==> config.mk <==
export PLATFORM = sky130hd
export DESIGN_NAME = sfs_switch_fault_supervisor
export DESIGN_NICKNAME = d
export VERILOG_FILES = /design/src/common/sfs_pkg.sv /design/src/hdl/sfs_channel.sv /design/src/hdl/sfs_supply_mon.sv /design/src/hdl/sfs_switch_fault_supervisor.sv
export SDC_FILE = /design/constraint.sdc
export NUM_CORES = 1
export LEC_CHECK = 0
export ABC_AREA = 0
export BUFFER_PORTS_ARGS = -buffer_cell sky130_fd_sc_hd__buf_2
export CORE_ASPECT_RATIO = 0.5
export CORE_MARGIN = 2
export CORE_UTILIZATION = 55
export CTS_CLUSTER_SIZE = 28
export DETAILED_ROUTE_END_ITERATION = 8
export HOLD_SLACK_MARGIN = 0.15
export PLACE_DENSITY = 0.73
export SETUP_SLACK_MARGIN = 0.2
export SLEW_MARGIN = 0
export SYNTH_ARGS = -nofsm -noshare
export SYNTH_HDL_FRONTEND = slang
export SYNTH_HIERARCHICAL = 1
export SYNTH_SLANG_ARGS = --single-unit
export TNS_END_PERCENT = 100
==> constraint.sdc <==
create_clock -name clk -period 6.21 [get_ports clk]
set_clock_uncertainty 0.2 [all_clocks]
set_input_delay 0.3105 -clock clk [delete_from_list [all_inputs] [get_ports clk]]
set_output_delay 0.3105 -clock clk [all_outputs]
set_load 0.005 [all_outputs]
==> src/common/sfs_pkg.sv <==
/*
 package for the quad switch fault supervisor: channel count, timing constants,
 per-channel sensor bundle, channel state encoding and the supply comparator bundle.
 assumes analog comparators outside present thresholds as synchronous levels.
*/
package sfs_pkg;
	localparam int SFS_CHANNELS = 4;
	// retry interval, documented as a per-channel internal period
	localparam int SFS_RETRY_US = 100;
	localparam int SFS_CLK_MHZ = 125;
	localparam int SFS_RETRY_CYCLES = SFS_RETRY_US * SFS_CLK_MHZ;
	localparam int SFS_CNT_W = 24;

	// per-channel sensor bundle from analog front end
	typedef struct packed {
		logic absOverTemp;     // fet temperature above absolute_temp_threshold
		logic absBelowHyst;    // fet temperature below trip minus temp_hysteresis
		logic relOverTemp;     // fet minus controller above relative_temp_threshold
		logic currentRegActive; // current limit regulating
		logic outAboveWirebreak; // output above offstate_wirebreak_threshold
	} sfs_sense_t;

	// supply comparator bundle
	typedef struct packed {
		logic mainBelowFalling; // main supply at or below main_supply_falling_threshold
		logic mainAboveRising;  // main supply above main_supply_rising_threshold
		logic mainAboveLockout; // main supply still above its lockout level
		logic logicBelowFalling; // logic_supply_lockout falling trip
		logic logicAboveRising;  // logic_supply_lockout rising release
	} sfs_supply_t;

	typedef enum logic [2:0] {
		SFS_CH_OK = 3'b001,
		SFS_CH_FAULT = 3'b010,
		SFS_CH_HOLD = 3'b100
	} sfs_ch_state_t;
endpackage

==> src/hdl/sfs_channel.sv <==
/*
 one switch channel: thermal fault latching, retry timer, latch mode, off-state
 diagnostics and fault flag. assumes sense levels synchronous to clk.
*/
`timescale 1ns/10ps
module sfs_channel import sfs_pkg::*; #(
	parameter int RETRY_CYCLES = SFS_RETRY_CYCLES
) (
	// clock and reset
	input wire logic clk,
	input wire logic rst_n,
	input wire logic clkEn,
	// controls
	input wire logic channelEnableIn,
	input wire logic latchMode,
	input wire logic offstateDiagEnable,
	input wire logic outputsPermit,
	input wire sfs_sense_t sense,
	// results
	output logic channelOutput,
	output logic faultFlagLow,
	output logic tripped
);
	typedef struct packed {
		sfs_ch_state_t state;
		logic absFault;
		logic relFault;
		logic [SFS_CNT_W-1:0] retryCnt;
		logic enPrev;
		logic latchPrev;
		logic toggleSeen;
		logic on;
		logic flagLow;
	} sfs_ch_st_t;

	sfs_ch_st_t st_ff, nxt_st;
	logic thermTrip, retryDone, toggle, diagFault;

	always_comb begin
		thermTrip = sense.absOverTemp || sense.relOverTemp;
		retryDone = st_ff.retryCnt == '0;
		toggle = (channelEnableIn != st_ff.enPrev) || (latchMode != st_ff.latchPrev);
		// off-state short or open load, only with diagnostics on
		diagFault = offstateDiagEnable && !channelEnableIn && sense.outAboveWirebreak;
		nxt_st = st_ff;
		nxt_st.enPrev = channelEnableIn;
		nxt_st.latchPrev = latchMode;
		if (!retryDone)
			nxt_st.retryCnt = st_ff.retryCnt - 1'b1;
		// absolute fault clears only past hysteresis
		if (sense.absOverTemp)
			nxt_st.absFault = 1'b1;
		else if (sense.absBelowHyst)
			nxt_st.absFault = 1'b0;
		// relative fault clears when the retry time is spent
		if (sense.relOverTemp)
			nxt_st.relFault = 1'b1;
		else if (retryDone)
			nxt_st.relFault = 1'b0;
		case (st_ff.state)
			SFS_CH_OK: begin
				if (thermTrip) begin
					nxt_st.state = SFS_CH_FAULT;
					// own timer, started at detection
					nxt_st.retryCnt = SFS_CNT_W'(RETRY_CYCLES - 1);
					nxt_st.toggleSeen = 1'b0;
				end
			end
			SFS_CH_FAULT: begin
				// toggles inside the retry interval are ignored
				if (retryDone && !nxt_st.absFault && !nxt_st.relFault && !sense.currentRegActive) begin
					if (!latchMode)
						nxt_st.state = SFS_CH_OK;
					else
						nxt_st.state = SFS_CH_HOLD;
				end
			end
			SFS_CH_HOLD: begin
				if (thermTrip) begin
					nxt_st.state = SFS_CH_FAULT;
					nxt_st.retryCnt = SFS_CNT_W'(RETRY_CYCLES - 1);
				end else if (toggle || !latchMode)
					nxt_st.state = SFS_CH_OK;
			end
			default: nxt_st.state = SFS_CH_OK;
		endcase
		// switch on with enable when healthy and supplies fine
		nxt_st.on = channelEnableIn && outputsPermit && (nxt_st.state == SFS_CH_OK) && !thermTrip;
		// channel flag; supply issues never set it
		nxt_st.flagLow = outputsPermit && ((nxt_st.state != SFS_CH_OK) ||
			(channelEnableIn && sense.currentRegActive) || diagFault);
	end

	always_ff @(posedge clk or negedge rst_n) begin
		if (!rst_n)
			st_ff <= '{state: SFS_CH_OK, default: '0};
		else if (clkEn)
			st_ff <= nxt_st;
	end

	assign channelOutput = st_ff.on;
	assign faultFlagLow = st_ff.flagLow;
	assign tripped = st_ff.state != SFS_CH_OK;
endmodule // sfs_channel

==> src/hdl/sfs_supply_mon.sv <==
/*
 supply monitor: tracks main supply undervoltage and logic supply lockout with
 their hysteresis and produces an output-permit level and the supply fault flag.
 assumes comparator levels synchronous to clk.
*/
`timescale 1ns/10ps
module sfs_supply_mon import sfs_pkg::*; (
	// clock and reset
	input wire logic clk,
	input wire logic rst_n,
	input wire logic clkEn,
	// comparators
	input wire sfs_supply_t supply,
	// status
	output logic outputsPermit,
	output logic supplyFaultOe_n
);
	typedef struct packed {
		logic mainOk;
		logic logicOk;
		logic flagLow;
	} sfs_sup_st_t;

	sfs_sup_st_t st_ff, nxt_st;

	// hysteresis on both supplies; both start not ok after reset
	always_comb begin
		nxt_st = st_ff;
		if (supply.mainBelowFalling)
			nxt_st.mainOk = 1'b0;
		else if (supply.mainAboveRising)
			nxt_st.mainOk = 1'b1;
		if (supply.logicBelowFalling)
			nxt_st.logicOk = 1'b0;
		else if (supply.logicAboveRising)
			nxt_st.logicOk = 1'b1;
		// flag only while main low but still above lockout
		nxt_st.flagLow = !nxt_st.mainOk && supply.mainAboveLockout;
	end

	always_ff @(posedge clk or negedge rst_n) begin
		if (!rst_n)
			st_ff <= '0;
		else if (clkEn)
			st_ff <= nxt_st;
	end

	// both supplies must be up, whichever came first
	assign outputsPermit = st_ff.mainOk && st_ff.logicOk;
	// open-drain: enable low pulls the flag low
	assign supplyFaultOe_n = !st_ff.flagLow;
endmodule // sfs_supply_mon

==> src/hdl/sfs_switch_fault_supervisor.sv <==
/*
 top of the quad switch fault supervisor: one supply monitor and four channels.
 assumes all inputs synchronous to clk; pins become output enables, low = pull.
*/
`timescale 1ns/10ps
// Behaviour
// - thermal fault when fet over absolute or relative threshold
// - thermal fault switches that channel off
// - absolute fault clears only after cooling by hysteresis
// - relative fault clears after retry interval
// - each channel senses, shuts down and reports independently
// - main undervoltage turns all outputs off
// - main undervoltage above lockout pulls supply fault flag low
// - main supply recovery re-enables outputs, releases supply flag
// - supply undervoltage never sets channel fault flags
// - logic supply lockout disables outputs until rising threshold
// - unpowered: flags and outputs released
// - outputs off until both supplies above rising thresholds
// - channel flag for thermal, current regulation, open load, short
// - diag enabled and channel off: report short and open load
// - diag disabled suppresses off-state detection
// - off-state fault when output above wire-break threshold
// - active channel switch on while enable high
// - auto-retry: recover after retry, faults gone, latch mode low
// - latch mode: stay off until toggle, toggles within retry ignored
module sfs_switch_fault_supervisor import sfs_pkg::*; #(
	parameter int CHANNELS = SFS_CHANNELS,
	parameter int RETRY_CYCLES = SFS_RETRY_CYCLES
) (
	// clock and reset
	input wire logic clk,
	input wire logic rst_n,
	input wire logic clkEn,
	// host controls
	input wire logic [CHANNELS-1:0] channel_enable_in,
	input wire logic offstate_diag_enable,
	input wire logic latchMode,
	// analog comparators
	input wire sfs_sense_t [CHANNELS-1:0] sense,
	input wire sfs_supply_t supply,
	// pins
	output logic [CHANNELS-1:0] channel_output,
	output logic [CHANNELS-1:0] channel_fault_flag_n_o,
	output logic [CHANNELS-1:0] channel_fault_flag_n_oe_n,
	output logic supply_fault_flag_n_o,
	output logic supply_fault_flag_n_oe_n,
	output logic [CHANNELS-1:0] channelTripped
);
	logic outputsPermit;
	logic [CHANNELS-1:0] flagLow;

	sfs_supply_mon u_supply (
		.clk(clk),
		.rst_n(rst_n),
		.clkEn(clkEn),
		.supply(supply),
		.outputsPermit(outputsPermit),
		.supplyFaultOe_n(supply_fault_flag_n_oe_n)
	);

	// one independent channel each
	for (genvar i = 0; i < CHANNELS; i++) begin : g_ch
		sfs_channel #(.RETRY_CYCLES(RETRY_CYCLES)) u_ch (
			.clk(clk),
			.rst_n(rst_n),
			.clkEn(clkEn),
			.channelEnableIn(channel_enable_in[i]),
			.latchMode(latchMode),
			.offstateDiagEnable(offstate_diag_enable),
			.outputsPermit(outputsPermit),
			.sense(sense[i]),
			.channelOutput(channel_output[i]),
			.faultFlagLow(flagLow[i]),
			.tripped(channelTripped[i])
		);
	end

	// open drain: data always low, enable low while pulling
	assign channel_fault_flag_n_o = '0;
	assign channel_fault_flag_n_oe_n = ~flagLow;
	assign supply_fault_flag_n_o = 1'b0;
endmodule // sfs_switch_fault_supervisor

* After elaboration in Yosys (flattened, before gate mapping)
Cells that the tools add are included.
** Storage, ports and cells
- Flip-flop bits (word level) :: 132
- Input bits :: 34
- Output and inout port bits :: 18
- Word-level logic and storage cells :: 214
** Cells by class
- Add/subtract/negate cells :: 4
- Eq/ne operators :: 29
- Mux-type cells :: 53
- Bitwise logic cells :: 1
- Reduce and logical (&&, ||, !) cells :: 95
** Operator list (number)
- 24-bit 2-to-1 mux :: 12
- 24-bit zero test :: 4
- 24-bit by 1-bit subtractor with 24-bit output, second input constant :: 4
- 3-bit 2-to-1 mux :: 17
- 1-bit logical AND :: 42
- 3-bit one-hot mux with 3 select lines :: 4
- 3-bit by 1-bit equality test with 1-bit output, second input constant :: 8
- 3-bit by 1-bit != test with 1-bit output, second input constant :: 8
- 1-bit zero test :: 23
- 1-bit logical OR :: 20
- 1-bit 2-to-1 mux :: 20
- 3-bit by 2-bit equality test with 1-bit output, second input constant :: 4
- 3-bit equality test, second input constant :: 4
- 2-bit OR reduction :: 4
- 1-bit != test :: 5
- 4-bit inverter :: 1
- 2-bit AND reduction :: 1
- 2-bit nonzero test :: 1

* Longest topological paths before layout
Gate-level depths: netlist of the first run.
- Depth in word-level cells :: 12
- Depth in mapped cells :: 8
- Depth with buffers taken out :: 7

* Cells and area by module
The synthesis of the first run kept the hierarchy.
** By module, submodules not included
- sfs_channel (g_ch[2].u_ch ...) :: times used 2, cells each 195, area each 1856.8 sq um, seq. area each 802.0 sq um
- sfs_channel (g_ch[0].u_ch ...) :: times used 2, cells each 197, area each 1820.5 sq um, seq. area each 802.0 sq um
- sfs_supply_mon :: times used 1, cells each 12, area each 125.1 sq um, seq. area each 75.1 sq um
- sfs_switch_fault_supervisor :: times used 1, cells each 10, area each 56.3 sq um, seq. area each 0.0 sq um

* Worst setup path after synthesis of the first run
OpenSTA, ideal clock, no wires.
- Path kind :: reg-to-reg
- From :: register g_ch[2].u_ch/st_ff[5] (netlist name)
- To :: register g_ch[2].u_ch.st_ff (netlist bit g_ch[2].u_ch/faultFlagLow)
- Setup time :: 0.119 ns
- Arrival :: 2.012 ns
- Required time :: 5.891 ns
- Setup slack :: 3.879 ns
- Cell stages (with the launch flop) :: 9
- Path buffers :: 1
- Period minus slack after synthesis :: 2.331 ns
- Cell sequence :: dfrtp_1 > inv_1 > ha_1 > or4b_1 > or3_1 > buf_6 > nor2_4 > a31oi_1 > o21a_1
** Between the ends
- Word-level cells in the longest chain between the ends :: 12
- Elaborated cells on any way between the ends :: 13
- Classes of those cells :: eq/ne (1); mux (4); reduce/logical (8)
** Ends and longest elaborated chain
- start: declaration :: line sfs_channel.sv:36 : sfs_ch_st_t st_ff, nxt_st;
- start signal: assignment :: line sfs_channel.sv:98 : st_ff <= nxt_st;
- 24-bit zero test (*) :: line sfs_channel.sv:41 : retryDone = st_ff.retryCnt == '0;
- 1-bit 2-to-1 mux :: line sfs_channel.sv:58 : else if (retryDone)
- 1-bit 2-to-1 mux :: line sfs_channel.sv:56 : if (sense.relOverTemp)
- 1-bit zero test :: line sfs_channel.sv:71 : if (retryDone && !nxt_st.absFault && !nxt_st.relFault && !sense.currentRegActive) begin
- 1-bit logical AND (*) (2 in a row) :: line sfs_channel.sv:71
- 3-bit 2-to-1 mux (*) :: line sfs_channel.sv:71
- 3-bit one-hot mux with 3 select lines (*) :: line sfs_channel.sv:60 : case (st_ff.state)
- 3-bit by 1-bit != test with 1-bit output (*) :: line sfs_channel.sv:90 : nxt_st.flagLow = outputsPermit && ((nxt_st.state != SFS_CH_OK) ||
- 1-bit logical OR (*) :: line sfs_channel.sv:90
- 1-bit logical OR (*) :: line sfs_channel.sv:91 : (channelEnableIn && sense.currentRegActive) || diagFault);
- 1-bit logical AND (*) :: line sfs_channel.sv:90
Every way passes the cells marked *; elsewhere a longest branch is shown, timed or not.
A chain may end at the register's enable or synchronous reset.

* Worst setup path in the final report of the first run
- From :: register g_ch[1].u_ch/st_ff[19] (netlist name)
- To :: register g_ch[1].u_ch/st_ff[33] (netlist name)
** Between the ends
- Word-level cells in the longest chain between the ends :: 8
- Elaborated cells on any way between the ends :: 9
- Classes of those cells :: mux (4); reduce/logical (5)
** Ends and longest elaborated chain (line)
- start: declaration :: sfs_channel.sv:36
- start signal: assignment :: sfs_channel.sv:98
- 24-bit zero test (*) :: sfs_channel.sv:41
- 1-bit 2-to-1 mux :: sfs_channel.sv:58
- 1-bit 2-to-1 mux :: sfs_channel.sv:56
- 1-bit zero test :: sfs_channel.sv:71
- 1-bit logical AND (*) (2 in a row) :: sfs_channel.sv:71
- 3-bit 2-to-1 mux (*) :: sfs_channel.sv:71
- 3-bit one-hot mux with 3 select lines (*) :: sfs_channel.sv:60
Marks and branches as above.

==> results of run 1 <==
-- layer usage --
layer | GRT usage, % | vias to the layer above
li1 | - | 3046
met3 | 4.25 | 11
met4 | 7.30 | 0
met5 | 0 | -
met1 | 30.4 | 3079
met2 | 42.3 | 108
-- through the flow --
step / util, % / hold WS [ns] / power (uW) / setup WS [ns] / std cells
2_1_floorplan: - / -0.185 / 1650 / 3.88 / 810
3_3_place_gp: 57.9 / 0.125 / 1800 / 3.33 / 989
3_5_place_dp: 57.9 / 0.131 / 1830 / 3.26 / 989
4_1_cts: 64.7 / 0.163 / 2840 / 3.14 / 1054
5_1_grt: 64.7 / 0.184 / 3000 / 2.92 / 1054
6_report: 64.7 / 0.170 / 2820 / 3.13 / 1054
-- tightest hold or removal path, delay by kind of cell --
kind            cells  cell delay, ns
simple gates        1            0.06
buf+inv             1            0.14
compound gates      2            0.23
-- registers in the layout, summed over array words and instances (netlist names) --
| name | flops |
|---|---|
| g_ch.u_ch/st_ff | 120 |
| g_ch.u_ch/channelOutput | 4 |
| g_ch.u_ch/faultFlagLow | 4 |
| u_supply/st_ff | 3 |
-- synth_stat cells (8+ instances only) --
library cell  count
a21oi_1          30
buf_2            10
clkbuf_1         20
dfrtp_1         127
ha_1              8
inv_1            21
mux2_2           12
nand2_1          51
nand3_1          28
nand4_1          24
nor2_1           94
nor2b_1          18
nor3_1           30
nor4_1           20
o211ai_1         26
o21ai_0          24
o21ai_1          10
o31ai_1           8
or3_1            16
or4_1            22
xnor2_1          20
xor2_1           50
-- final cells by class --
| class | instances | area, um^2 | share of cell area, % |
|---|---|---|---|
| Multi-Input combinational cell | 613 | 3970 | 45.6 |
| Sequential cell | 131 | 3280 | 37.7 |
| Timing Repair Buffer | 81 | 582 | 6.68 |
| Clock buffer | 18 | 439 | 5.04 |
| Tap cell | 176 | 220 | 2.53 |
| Clock inverter | 14 | 139 | 1.59 |
| Inverter | 21 | 78.8 | 0.905 |
-- placed cells by master, fill, tap and decap left out, drive strengths merged, types with 20 or more instances in the layout --
| cell type | netlist | layout |
|---|---|---|
| nand4 | 24 | 24 |
| o211ai | 30 | 30 |
| xor2 | 50 | 50 |
| a21oi | 30 | 30 |
| buf | 23 | 48 |
| nand2 | 53 | 53 |
| dlygate4sd3 | 0 | 33 |
| nor4 | 26 | 26 |
| nor2 | 96 | 96 |
| or4 | 22 | 22 |
| nor3 | 30 | 30 |
| dfrtp | 127 | 127 |
| inv | 21 | 21 |
| nand3 | 30 | 30 |
| xnor2 | 20 | 20 |
| o21ai | 40 | 40 |
-- logic make-up (layout without fill, tap and decap cells) --
family                   after synthesis  count (layout)  synth area share, %
AND/OR/NAND/NOR                      364             364                 27.0
XOR/XNOR                              70              70                 8.14
buffers and inverters                 66             134                 3.93
other                                  1               5               0.0498
AO/OA/AOI/OAI                        154             154                 14.2
flip-flops                           131             131                 43.6
adder cells (fa/ha/maj)                8               8                 1.33
multiplexers                          12              12                 1.79
-- where the power goes --
| part | leakage (uW) | total, uW | switching, uW | internal (uW) |
|---|---|---|---|---|
| logic | 0.00168 | 695 | 415 | 280 |
| registers | 0.00164 | 1150 | 159 | 988 |
| clock network | 0.000281 | 977 | 380 | 598 |
| total | 0.00361 | 2820 | 953 | 1870 |
-- what timing repair did --
item                                    4_1_cts  5_1_grt
hold buffers                                 33        0
endpoints found under the setup margin        0        0
hold endpoints to repair                     84        0
-- path summary, 6_finish.rpt --
kind	start	end	slack, ns	cells past startpoint
max	g_ch[1].u_ch/st_ff[19]$_DFFE_PN0P_	g_ch[1].u_ch/st_ff[33]$_DFFE_PN0P_	3.13	6
min	offstate_diag_enable	g_ch[0].u_ch/faultFlagLow$_DFFE_PN0P_	0.17	4
max reg2reg	g_ch[1].u_ch/st_ff[19]$_DFFE_PN0P_	g_ch[1].u_ch/st_ff[33]$_DFFE_PN0P_	3.13	6
min reg2reg	g_ch[1].u_ch/st_ff[3]$_DFFE_PN0P_	g_ch[1].u_ch/st_ff[3]$_DFFE_PN0P_	0.30	1
max in group asynchronous	rst_n	g_ch[0].u_ch/st_ff[26]$_DFFE_PN0P_	4.29	3
min in group asynchronous	rst_n	g_ch[3].u_ch/st_ff[16]$_DFFE_PN0P_	0.23	2
==> impl_summary.log, run 1 <==
[metrics] slew at the pin closest to its max-slew limit: 0.889 ns
[metrics] overall overflow remaining after global route: 0
[metrics] type of element launching the critical path: register
[metrics] Layout Nets: 907
[metrics] pin count of the biggest net entering global routing: 70
[metrics] unrepaired setup endpoints after global routing: no
[metrics] synthesized flop and latch total: 131
[metrics] count of pins over their slew limit: 0
[metrics] CP required: 6.34 ns
[metrics] placeable core region: 13500 um^2
[metrics] antenna violations before repair: 0
[metrics] warning count from the yosys run: 6
[metrics] fraction of layout instances using a drive strength above 1: 14.8%
[metrics] die outline height: 86.8 um
[metrics] number of filler cells placed in the layout: 1087
[metrics] crit path max fanout: 8
[metrics] signal arrival time at the worst endpoint: 3.21 ns
[metrics] pwr dens: 323 nW/um^2
[metrics] DRC errors left: 0
[metrics] I/O pin count: 52
[metrics] first-pass iteration count of the detailed router: 5
[metrics] synthesized netlist cell count: 806
[metrics] growth of design area from synthesis to finish: 15.6%
[metrics] Top FF cell, synth: dfrtp_1
[metrics] final cycle utilization of the critical path: 49.6%
[metrics] Via-to-Cell Ratio: 5.92
[metrics] count of vias placed by the detailed router: 6244
[metrics] wirelength, routed: 16500 um
[metrics] status: finished clean
[metrics] clock tree buffer depth: 2
[metrics] critical path cell sequence: nor4_1 > nand4b_1 > nor4_2 > nand3_1 > dlygate4sd3_1 > a31oi_1
[metrics] Setup Crit Path Kind: reg2reg
[metrics] detailed-route wire length on metal 1: 7690 um
[metrics] largest cells by area after synthesis: dfrtp_1 42%, xor2_1 5.8%, nor2_1 4.7%, o211ai_1 2.6%, nand2_1 2.5%
[metrics] reported max-cap violation count: 0
[metrics] Core Rows: 30
[metrics] worst hold path type: in2reg
[metrics] critical path's largest stage delay: 0.57 ns
[metrics] number of enable-type register cells in the synthesized netlist: 0
[metrics] category of the worst setup path capture point: register
[metrics] library cell with the largest summed area after synthesis: dfrtp_1
[metrics] post-synthesis sequential area ratio: 43.6%
[metrics] input/output buffers: 46
[metrics] Tmin final: 3.08 ns
[metrics] Post-DRT Antenna Nets: 0
[metrics] leak pwr: 0.00361 uW
[metrics] cell area after synthesis: 7540 um^2
[metrics] routed length on met2: 8230 um
[metrics] Die Outline Area: 14700 um^2
[metrics] post-CTS resize count: 0
[metrics] routed length on met3: 450 um
[metrics] clk slew on worst S/H paths: 0.06 ns
[metrics] clock latency of the later-clocked register in the worst-skew pair: 0.42 ns
[metrics] highest clock rate: 325 MHz
[metrics] setup bufs post-CTS: 0
[metrics] overall global routing resource usage: 23.9%
[metrics] uppermost metal layer occupied by signal nets: met4
[metrics] Wirelength per Cell: 15.6 um
[metrics] number of antenna cells inserted: 0
[metrics] CTS Root Buffer Type: clkbuf_16
[metrics] per-instance average area after synthesis: 9.35 um^2
[metrics] starting utilization of the core area: 55.9%
[metrics] remaining max-slew budget at the tightest pin: 40.7%
[metrics] wire length of the first global-routing pass: 28400 um
[metrics] fraction of post-synthesis cell area in the top cell type by area: 42.2%
[metrics] Final setup viols: 0
[metrics] number of hold-slack violations in the final timing report: 0
[metrics] critical path's slowest cell: nor4_1
[metrics] TritonCTS clock tree: built
[metrics] Non-Filler Cell Area, Final: 8710 um^2
[metrics] cts bufs inserted: 17
[metrics] Routability Congestion: 0.856
[metrics] Clock Sinks: 131
[metrics] H-Tree Level Count: 4
[metrics] via count of the first global-routing pass: 6127
[metrics] overall die width: 170 um
[metrics] family with the most delay on the worst path: simple AND/OR/NAND/NOR gates
[metrics] worst path buffer plus inverter count: 1
[metrics] share of synthesized flip-flops with an asynchronous set or reset: 100%
[metrics] Setup Total Neg Slack: 0 ns
[metrics] count of routing violations after the opening detailed-route iteration: 420
[metrics] DP Wirelength: 10500 um
[metrics] maximum vdd ir drop: 0.000226 V
[metrics] post-synthesis cell type count: 65
[metrics] placed instance area: 7800 um^2
Power figures use the tool's default switching activity.
==> inputs of run 2 (changes only) <==
==> constraint.sdc (replaced) <==
create_clock -name clk -period 3 [get_ports clk]
set_clock_uncertainty 0.2 [all_clocks]
set_input_delay 0.15 -clock clk [delete_from_list [all_inputs] [get_ports clk]]
set_output_delay 0.15 -clock clk [all_outputs]
set_load 0.005 [all_outputs]
==> impl_summary.log, run 2 (synthesis gave the netlist of run 1 again) <==
[metrics] Clk network pwr share: 33.8%
[metrics] Top reg by flops: g_ch.u_ch/st_ff
[metrics] cts bufs inserted: 17
[metrics] internal power: 3860 uW
[metrics] worst path buffer plus inverter count: 1
[metrics] overall global routing resource usage: 24.9%
[metrics] number of antenna cells inserted: 0
[metrics] maximum vdd ir drop: 0.000492 V
[metrics] placeable core region: 13500 um^2
[metrics] crit path max fanout: 10
[metrics] Core Rows: 30
[metrics] wire length of the first global-routing pass: 29500 um
[metrics] CP required: 3.10 ns
[metrics] Die Outline Area: 14700 um^2
[metrics] flip-flop count of the largest register after layout: 120
[metrics] critical path cell sequence: inv_1 > ha_1 > or4b_1 > or3_1 > nand4_1 > o311ai_0 > o41ai_1
[metrics] count of routing violations after the opening detailed-route iteration: 602
[metrics] die outline height: 86.8 um
[metrics] fraction of layout instances using a drive strength above 1: 15.8%
[metrics] Via-to-Cell Ratio: 5.96
[metrics] I/O pin count: 52
[metrics] DRC errors left: 0
[metrics] H-Tree Level Count: 4
[metrics] footprint of the multi-input gates: 3980 um^2
[metrics] clock latency of the later-clocked register in the worst-skew pair: 0.42 ns
[metrics] clk slew on worst S/H paths: 0.06 ns
[metrics] first-pass iteration count of the detailed router: 6
[metrics] Layout Nets: 932
[metrics] count of pins over their slew limit: 0
[metrics] number of hold-slack violations in the final timing report: 0
[metrics] reported max-cap violation count: 0
[metrics] TritonCTS clock tree: built
[metrics] final cycle utilization of the critical path: 88.5%
[metrics] critical path's slowest cell: or3_1
[metrics] placed instance area: 7920 um^2
[metrics] Tmin final: 2.65 ns
[metrics] critical path's largest stage delay: 0.65 ns
[metrics] most frequent cells in the layout: 127 x dfrtp_1, 94 x nor2_1, 51 x nand2_1
[metrics] type of element launching the critical path: register
[metrics] starting utilization of the core area: 55.9%
[metrics] highest clock rate: 377 MHz
[metrics] overall die width: 170 um
[metrics] input/output buffers: 46
[metrics] most common library cell in the layout ignoring fill and taps: dfrtp_1
[metrics] via count of the first global-routing pass: 6200
[metrics] area taken by flip-flops and latches: 3280 um^2
[metrics] DP Wirelength: 10600 um
[metrics] antenna violations before repair: 0
[metrics] Non-Filler Cell Area, Final: 8970 um^2
[metrics] leak pwr: 0.00373 uW
[metrics] Clock Sinks: 131
[metrics] remaining max-slew budget at the tightest pin: 56.4%
[metrics] slew at the pin closest to its max-slew limit: 0.654 ns
[metrics] pin count of the biggest net entering global routing: 50
[metrics] status: finished clean
[metrics] final worst hold slack: 0.300 ns
[metrics] Setup Crit Path Kind: reg2reg
[metrics] pwr dens: 655 nW/um^2
[metrics] wirelength, routed: 17100 um
[metrics] category of the worst setup path capture point: register
[metrics] sequential share of power: 40.4%
[metrics] total chip power: 5870 uW
[metrics] worst hold path type: reg2reg
[metrics] CTS Root Buffer Type: clkbuf_16
[metrics] growth of design area from synthesis to finish: 19.0%
[metrics] overall overflow remaining after global route: 0
[metrics] Post-DRT Antenna Nets: 0
[metrics] signal arrival time at the worst endpoint: 2.76 ns
[metrics] Gate power share: 25.8%
[metrics] Wirelength per Cell: 15.9 um
[metrics] unrepaired setup endpoints after global routing: no
[metrics] Routability Congestion: 0.861
[metrics] clock tree buffer depth: 2
[metrics] Final setup viols: 0
[metrics] number of filler cells placed in the layout: 1003
[metrics] family with the most delay on the worst path: simple AND/OR/NAND/NOR gates
[metrics] Setup Total Neg Slack: 0 ns
[metrics] net switching power figure: 2010 uW
[metrics] switching part of the total: 34.3%
[metrics] count of vias placed by the detailed router: 6427
-- run 2: changes by cell type in the layout (fill, tap and decap cells not counted), sizes merged --
cell,before,now
clkinv,9,5
buf,48,61
dlygate4sd3,33,45
clkinvlp,3,4
clkbuf,18,20
inv,21,23
bufinv,2,1
-- run 2: power by group through the flow --
stage	sequential, uW	combinational (uW)	clock [uW]
after CTS	2370	1510	2010
after global routing	2420	1700	2090
after detailed placement	2390	1430	0
after global placement	2380	1390	0
after floorplan	2290	1120	0
final	2380	1520	1980
-- run 2: final cells by class --
type                            count  share of cell area (%)
Multi-Input combinational cell    613                    44.3
Sequential cell                   131                    36.6
Timing Repair Buffer              106                    9.42
Clock buffer                       20                    5.09
Tap cell                          176                    2.46
Clock inverter                     12                    1.19
Inverter                           21                   0.879
-- run 2: what timing repair did --
item / CTS / global route
resized for setup: 0 / 1
endpoints found under the hold margin: 169 / 0
buffers inserted: 0 / 0
hold buffers: 47 / 0
setup endpoints to repair: 0 / 21
-- run 2: per-stage QoR --
| stage | setup WS (ns) | utilization, % | instances |
|---|---|---|---|
| floorplan | 0.669 | - | 810 |
| global placement | 0.415 | 58.8 | 1001 |
| detailed placement | 0.354 | 58.8 | 1001 |
| CTS | 0.339 | 66.6 | 1080 |
| global route | 0.210 | 66.5 | 1079 |
| finish | 0.345 | 66.5 | 1079 |
-- run 2: worst reg2reg max path: cells and delay by family, from the launching register on --
family,cells,cell delay [ns]
AND/OR/NAND/NOR,3,1.43
flip-flops,1,0.39
buffers and inverters,1,0.12
AO/OA/AOI/OAI,2,0.26
adder cells (fa/ha/maj),1,0.14
-- run 2: metal layers --
layer | GRT usage (%) | share of wire [%]
met2 | 41.3 | 49
met3 | 3.93 | 2.8
met4 | 10.3 | 2.2
met5 | 0 | 0
met1 | 33.2 | 46
-- run 2: worst paths after layout --
path / from / endpoint / slack (ns) / depth (start not counted)
hold reg to reg: g_ch[2].u_ch/st_ff[3]$_DFFE_PN0P_ / g_ch[2].u_ch/st_ff[3]$_DFFE_PN0P_ / 0.30 / 1
min in group asynchronous: rst_n / g_ch[3].u_ch/st_ff[21]$_DFFE_PN0P_ / 0.54 / 3
max in group asynchronous: rst_n / g_ch[2].u_ch/st_ff[31]$_DFFE_PN1P_ / 1.46 / 4
setup reg to reg: g_ch[3].u_ch/st_ff[5]$_DFFE_PN0P_ / g_ch[3].u_ch/st_ff[26]$_DFFE_PN0P_ / 0.35 / 7
hold / removal: g_ch[2].u_ch/st_ff[3]$_DFFE_PN0P_ / g_ch[2].u_ch/st_ff[3]$_DFFE_PN0P_ / 0.30 / 1
setup / recovery: g_ch[3].u_ch/st_ff[5]$_DFFE_PN0P_ / g_ch[3].u_ch/st_ff[26]$_DFFE_PN0P_ / 0.35 / 7
==> inputs of run 3 (changes only) <==
--- a/config.mk
+++ b/config.mk
@@ -9,11 +9,12 @@
 export BUFFER_PORTS_ARGS = -buffer_cell sky130_fd_sc_hd__buf_2
 export CORE_ASPECT_RATIO = 0.5
 export CORE_MARGIN = 2
-export CORE_UTILIZATION = 55
+export CORE_UTILIZATION = 30
+export CTS_CLUSTER_DIAMETER = 40
 export CTS_CLUSTER_SIZE = 28
 export DETAILED_ROUTE_END_ITERATION = 8
 export HOLD_SLACK_MARGIN = 0.15
-export PLACE_DENSITY = 0.73
+export PLACE_DENSITY = 0.44
 export SETUP_SLACK_MARGIN = 0.2
 export SLEW_MARGIN = 0
 export SYNTH_ARGS = -nofsm -noshare
==> impl_summary.log, run 3 (synthesis gave the netlist of run 1 again) <==
[metrics] worst flop-to-flop path endpoint: g_ch[0].u_ch/st_ff[32]$_DFFE_PN0P_
[metrics] slew at the pin closest to its max-slew limit: 0.733 ns
[metrics] cts bufs inserted: 17
[metrics] status: finished clean
[metrics] leak pwr: 0.00381 uW
[metrics] highest clock rate: 382 MHz
[metrics] overall global routing resource usage: 14.5%
[metrics] Final setup viols: 0
[metrics] Worst Hold End: g_ch[2].u_ch/st_ff[32]$_DFFE_PN0P_
[metrics] crit path max fanout: 27
[metrics] switching part of the total: 33.1%
[metrics] most frequent cells in the layout: 127 x dfrtp_1, 94 x nor2_1, 51 x nand2_1
[metrics] unrepaired setup endpoints after global routing: no
[metrics] number of cells traversed by the worst register-to-register path: 7
[metrics] fraction of layout instances using a drive strength above 1: 16.5%
[metrics] most common library cell in the layout ignoring fill and taps: dfrtp_1
[metrics] Cells on Worst Hold Path: 6
[metrics] remaining max-slew budget at the tightest pin: 51.1%
[metrics] signal arrival time at the worst endpoint: 2.78 ns
[metrics] Setup Total Neg Slack: 0 ns
[metrics] growth of design area from synthesis to finish: 23.4%
[metrics] clk slew on worst S/H paths: 0.06 ns
[metrics] antenna violations before repair: 0
[metrics] DRC errors left: 0
[metrics] sequential share of power: 38.9%
[metrics] pwr dens: 656 nW/um^2
[metrics] first-pass iteration count of the detailed router: 5
[metrics] internal power: 4080 uW
[metrics] critical register-to-register path startpoint: g_ch[0].u_ch/st_ff[13]$_DFFE_PN0P_
[metrics] number of hold-slack violations in the final timing report: 0
[metrics] total chip power: 6100 uW
[metrics] DP Wirelength: 11700 um
[metrics] Clk network pwr share: 36.5%
[metrics] TritonCTS clock tree: built
[metrics] critical path's slowest cell: dlygate4sd3_1
[metrics] CP required: 3.16 ns
[metrics] wirelength, routed: 18100 um
[metrics] worst hold path type: in2reg
[metrics] flip-flop count of the largest register after layout: 120
[metrics] Routability Congestion: 0.762
[metrics] Via-to-Cell Ratio: 5.05
[metrics] number of filler cells placed in the layout: 2441
[metrics] worst-case setup margin in the final layout: 0.382 ns
[metrics] Post-DRT Antenna Nets: 0
[metrics] wire length of the first global-routing pass: 30700 um
[metrics] Top reg by flops: g_ch.u_ch/st_ff
[metrics] worst path buffer plus inverter count: 5
[metrics] clock tree buffer depth: 2
[metrics] overall overflow remaining after global route: 0
[metrics] hold path startpoint: sense[13]
[metrics] reported max-cap violation count: 0
[metrics] pre-CTS setup slack: 0.349 ns
[metrics] Layout Nets: 936
[metrics] count of pins over their slew limit: 0
[metrics] critical path cell sequence: dlygate4sd3_1 > buf_2 > buf_4 > nand4_1 > dlygate4sd3_1 > o22ai_1 > dlygate4sd3_1
[metrics] I/O pin count: 52
[metrics] H-Tree Level Count: 4
[metrics] Setup Crit Path Kind: in2reg
[metrics] Clock Sinks: 131
[metrics] via count of the first global-routing pass: 6088
[metrics] Non-Filler Cell Area, Final: 9300 um^2
[metrics] Core Rows: 40
[metrics] internal reg-to-reg setup slack: 0.40 ns
[metrics] family with the most delay on the worst path: buffers and inverters
[metrics] Die Outline Area: 26500 um^2
[metrics] die outline height: 116 um
[metrics] clock latency of the later-clocked register in the worst-skew pair: 0.42 ns
[metrics] placeable core region: 24300 um^2
[metrics] pin count of the biggest net entering global routing: 55
[metrics] maximum vdd ir drop: 0.000397 V
[metrics] count of routing violations after the opening detailed-route iteration: 411
[metrics] Tmin final: 2.62 ns
[metrics] starting utilization of the core area: 31.0%
[metrics] Gate power share: 24.7%
[metrics] overall die width: 228 um
[metrics] net switching power figure: 2020 uW
[metrics] count of vias placed by the detailed router: 6278
[metrics] final cycle utilization of the critical path: 87.3%
[metrics] category of the worst setup path capture point: register
[metrics] number of antenna cells inserted: 0
[metrics] CTS Root Buffer Type: clkbuf_16
[metrics] Wirelength per Cell: 14.6 um
[metrics] most numerous cell on the critical path: dlygate4sd3_1
[metrics] type of element launching the critical path: input port
[metrics] placed instance area: 8140 um^2
[metrics] input/output buffers: 46
[metrics] critical path's largest stage delay: 0.59 ns
## run 3: what timing repair did
item | in CTS | in global routing
setup buffers | 0 | 1
hold buffers | 46 | 0
endpoints found under the hold margin | 166 | 0
endpoints found under the setup margin | 0 | 7
gates resized for setup | 0 | 7
## run 3: through the flow
stage,utilization [%],hold WS [ns],cells
4_1_cts,38.0,0.153,1242
3_3_place_gp,33.5,-0.0558,1164
3_5_place_dp,33.5,-0.0448,1164
5_1_grt,38.2,0.197,1243
6_report,38.2,0.180,1243
2_1_floorplan,-,-0.346,810
## run 3: cell type report
type | instances | area, um^2 | share of cell area [%]
timing repair buffer | 110 | 875 | 9.40
multi-input combinational | 613 | 4020 | 43.2
inverter | 21 | 78.8 | 0.848
clock buffer | 23 | 498 | 5.35
tap | 336 | 420 | 4.52
clock inverter | 9 | 125 | 1.35
sequential | 131 | 3280 | 35.3
## run 3: worst min-delay path: cells and delay by family
kind	cells	cell delay, ns
AO/OA/AOI/OAI	2	0.22
buffers and inverters	1	0.11
AND/OR/NAND/NOR	3	0.29
## run 3: worst max-delay path by stage
| stage | startpoint | depth (start not counted) | end |
|---|---|---|---|
| 6_report | clkEn | 7 | g_ch[1].u_ch/channelOutput$_DFFE_PN0P_ |
| 5_1_grt | g_ch[1].u_ch/st_ff[10]$_DFFE_PN0P_ | 7 | g_ch[1].u_ch/channelOutput$_DFFE_PN0P_ |
| 4_1_cts | g_ch[0].u_ch/st_ff[19]$_DFFE_PN0P_ | 7 | g_ch[0].u_ch/st_ff[32]$_DFFE_PN0P_ |
| 3_5_place_dp | g_ch[3].u_ch/st_ff[5]$_DFFE_PN0P_ | 7 | g_ch[3].u_ch/faultFlagLow$_DFFE_PN0P_ |
| 3_3_place_gp | g_ch[2].u_ch/st_ff[5]$_DFFE_PN0P_ | 7 | g_ch[2].u_ch/st_ff[8]$_DFFE_PN0P_ |
| 2_1_floorplan | g_ch[2].u_ch/st_ff[5]$_DFFE_PN0P_ | 8 | g_ch[2].u_ch/faultFlagLow$_DFFE_PN0P_ |
## run 3: power by group through the flow
| stage | Combinational (uW) | Clock [uW] | Sequential, uW |
|---|---|---|---|
| finish | 1510 | 2220 | 2370 |
| CTS | 1520 | 2290 | 2370 |
| global placement | 1440 | 0 | 2390 |
| detailed placement | 1450 | 0 | 2390 |
| global route | 1710 | 2390 | 2420 |
| floorplan | 1120 | 0 | 2290 |
## run 3: metal layers
| layer | track usage (%) | wire length, um |
|---|---|---|
| met1 | 18.8 | 8720 |
| met2 | 24.0 | 8650 |
| met3 | 3.67 | 533 |
| met4 | 4.62 | 212 |
| met5 | 0 | 0 |
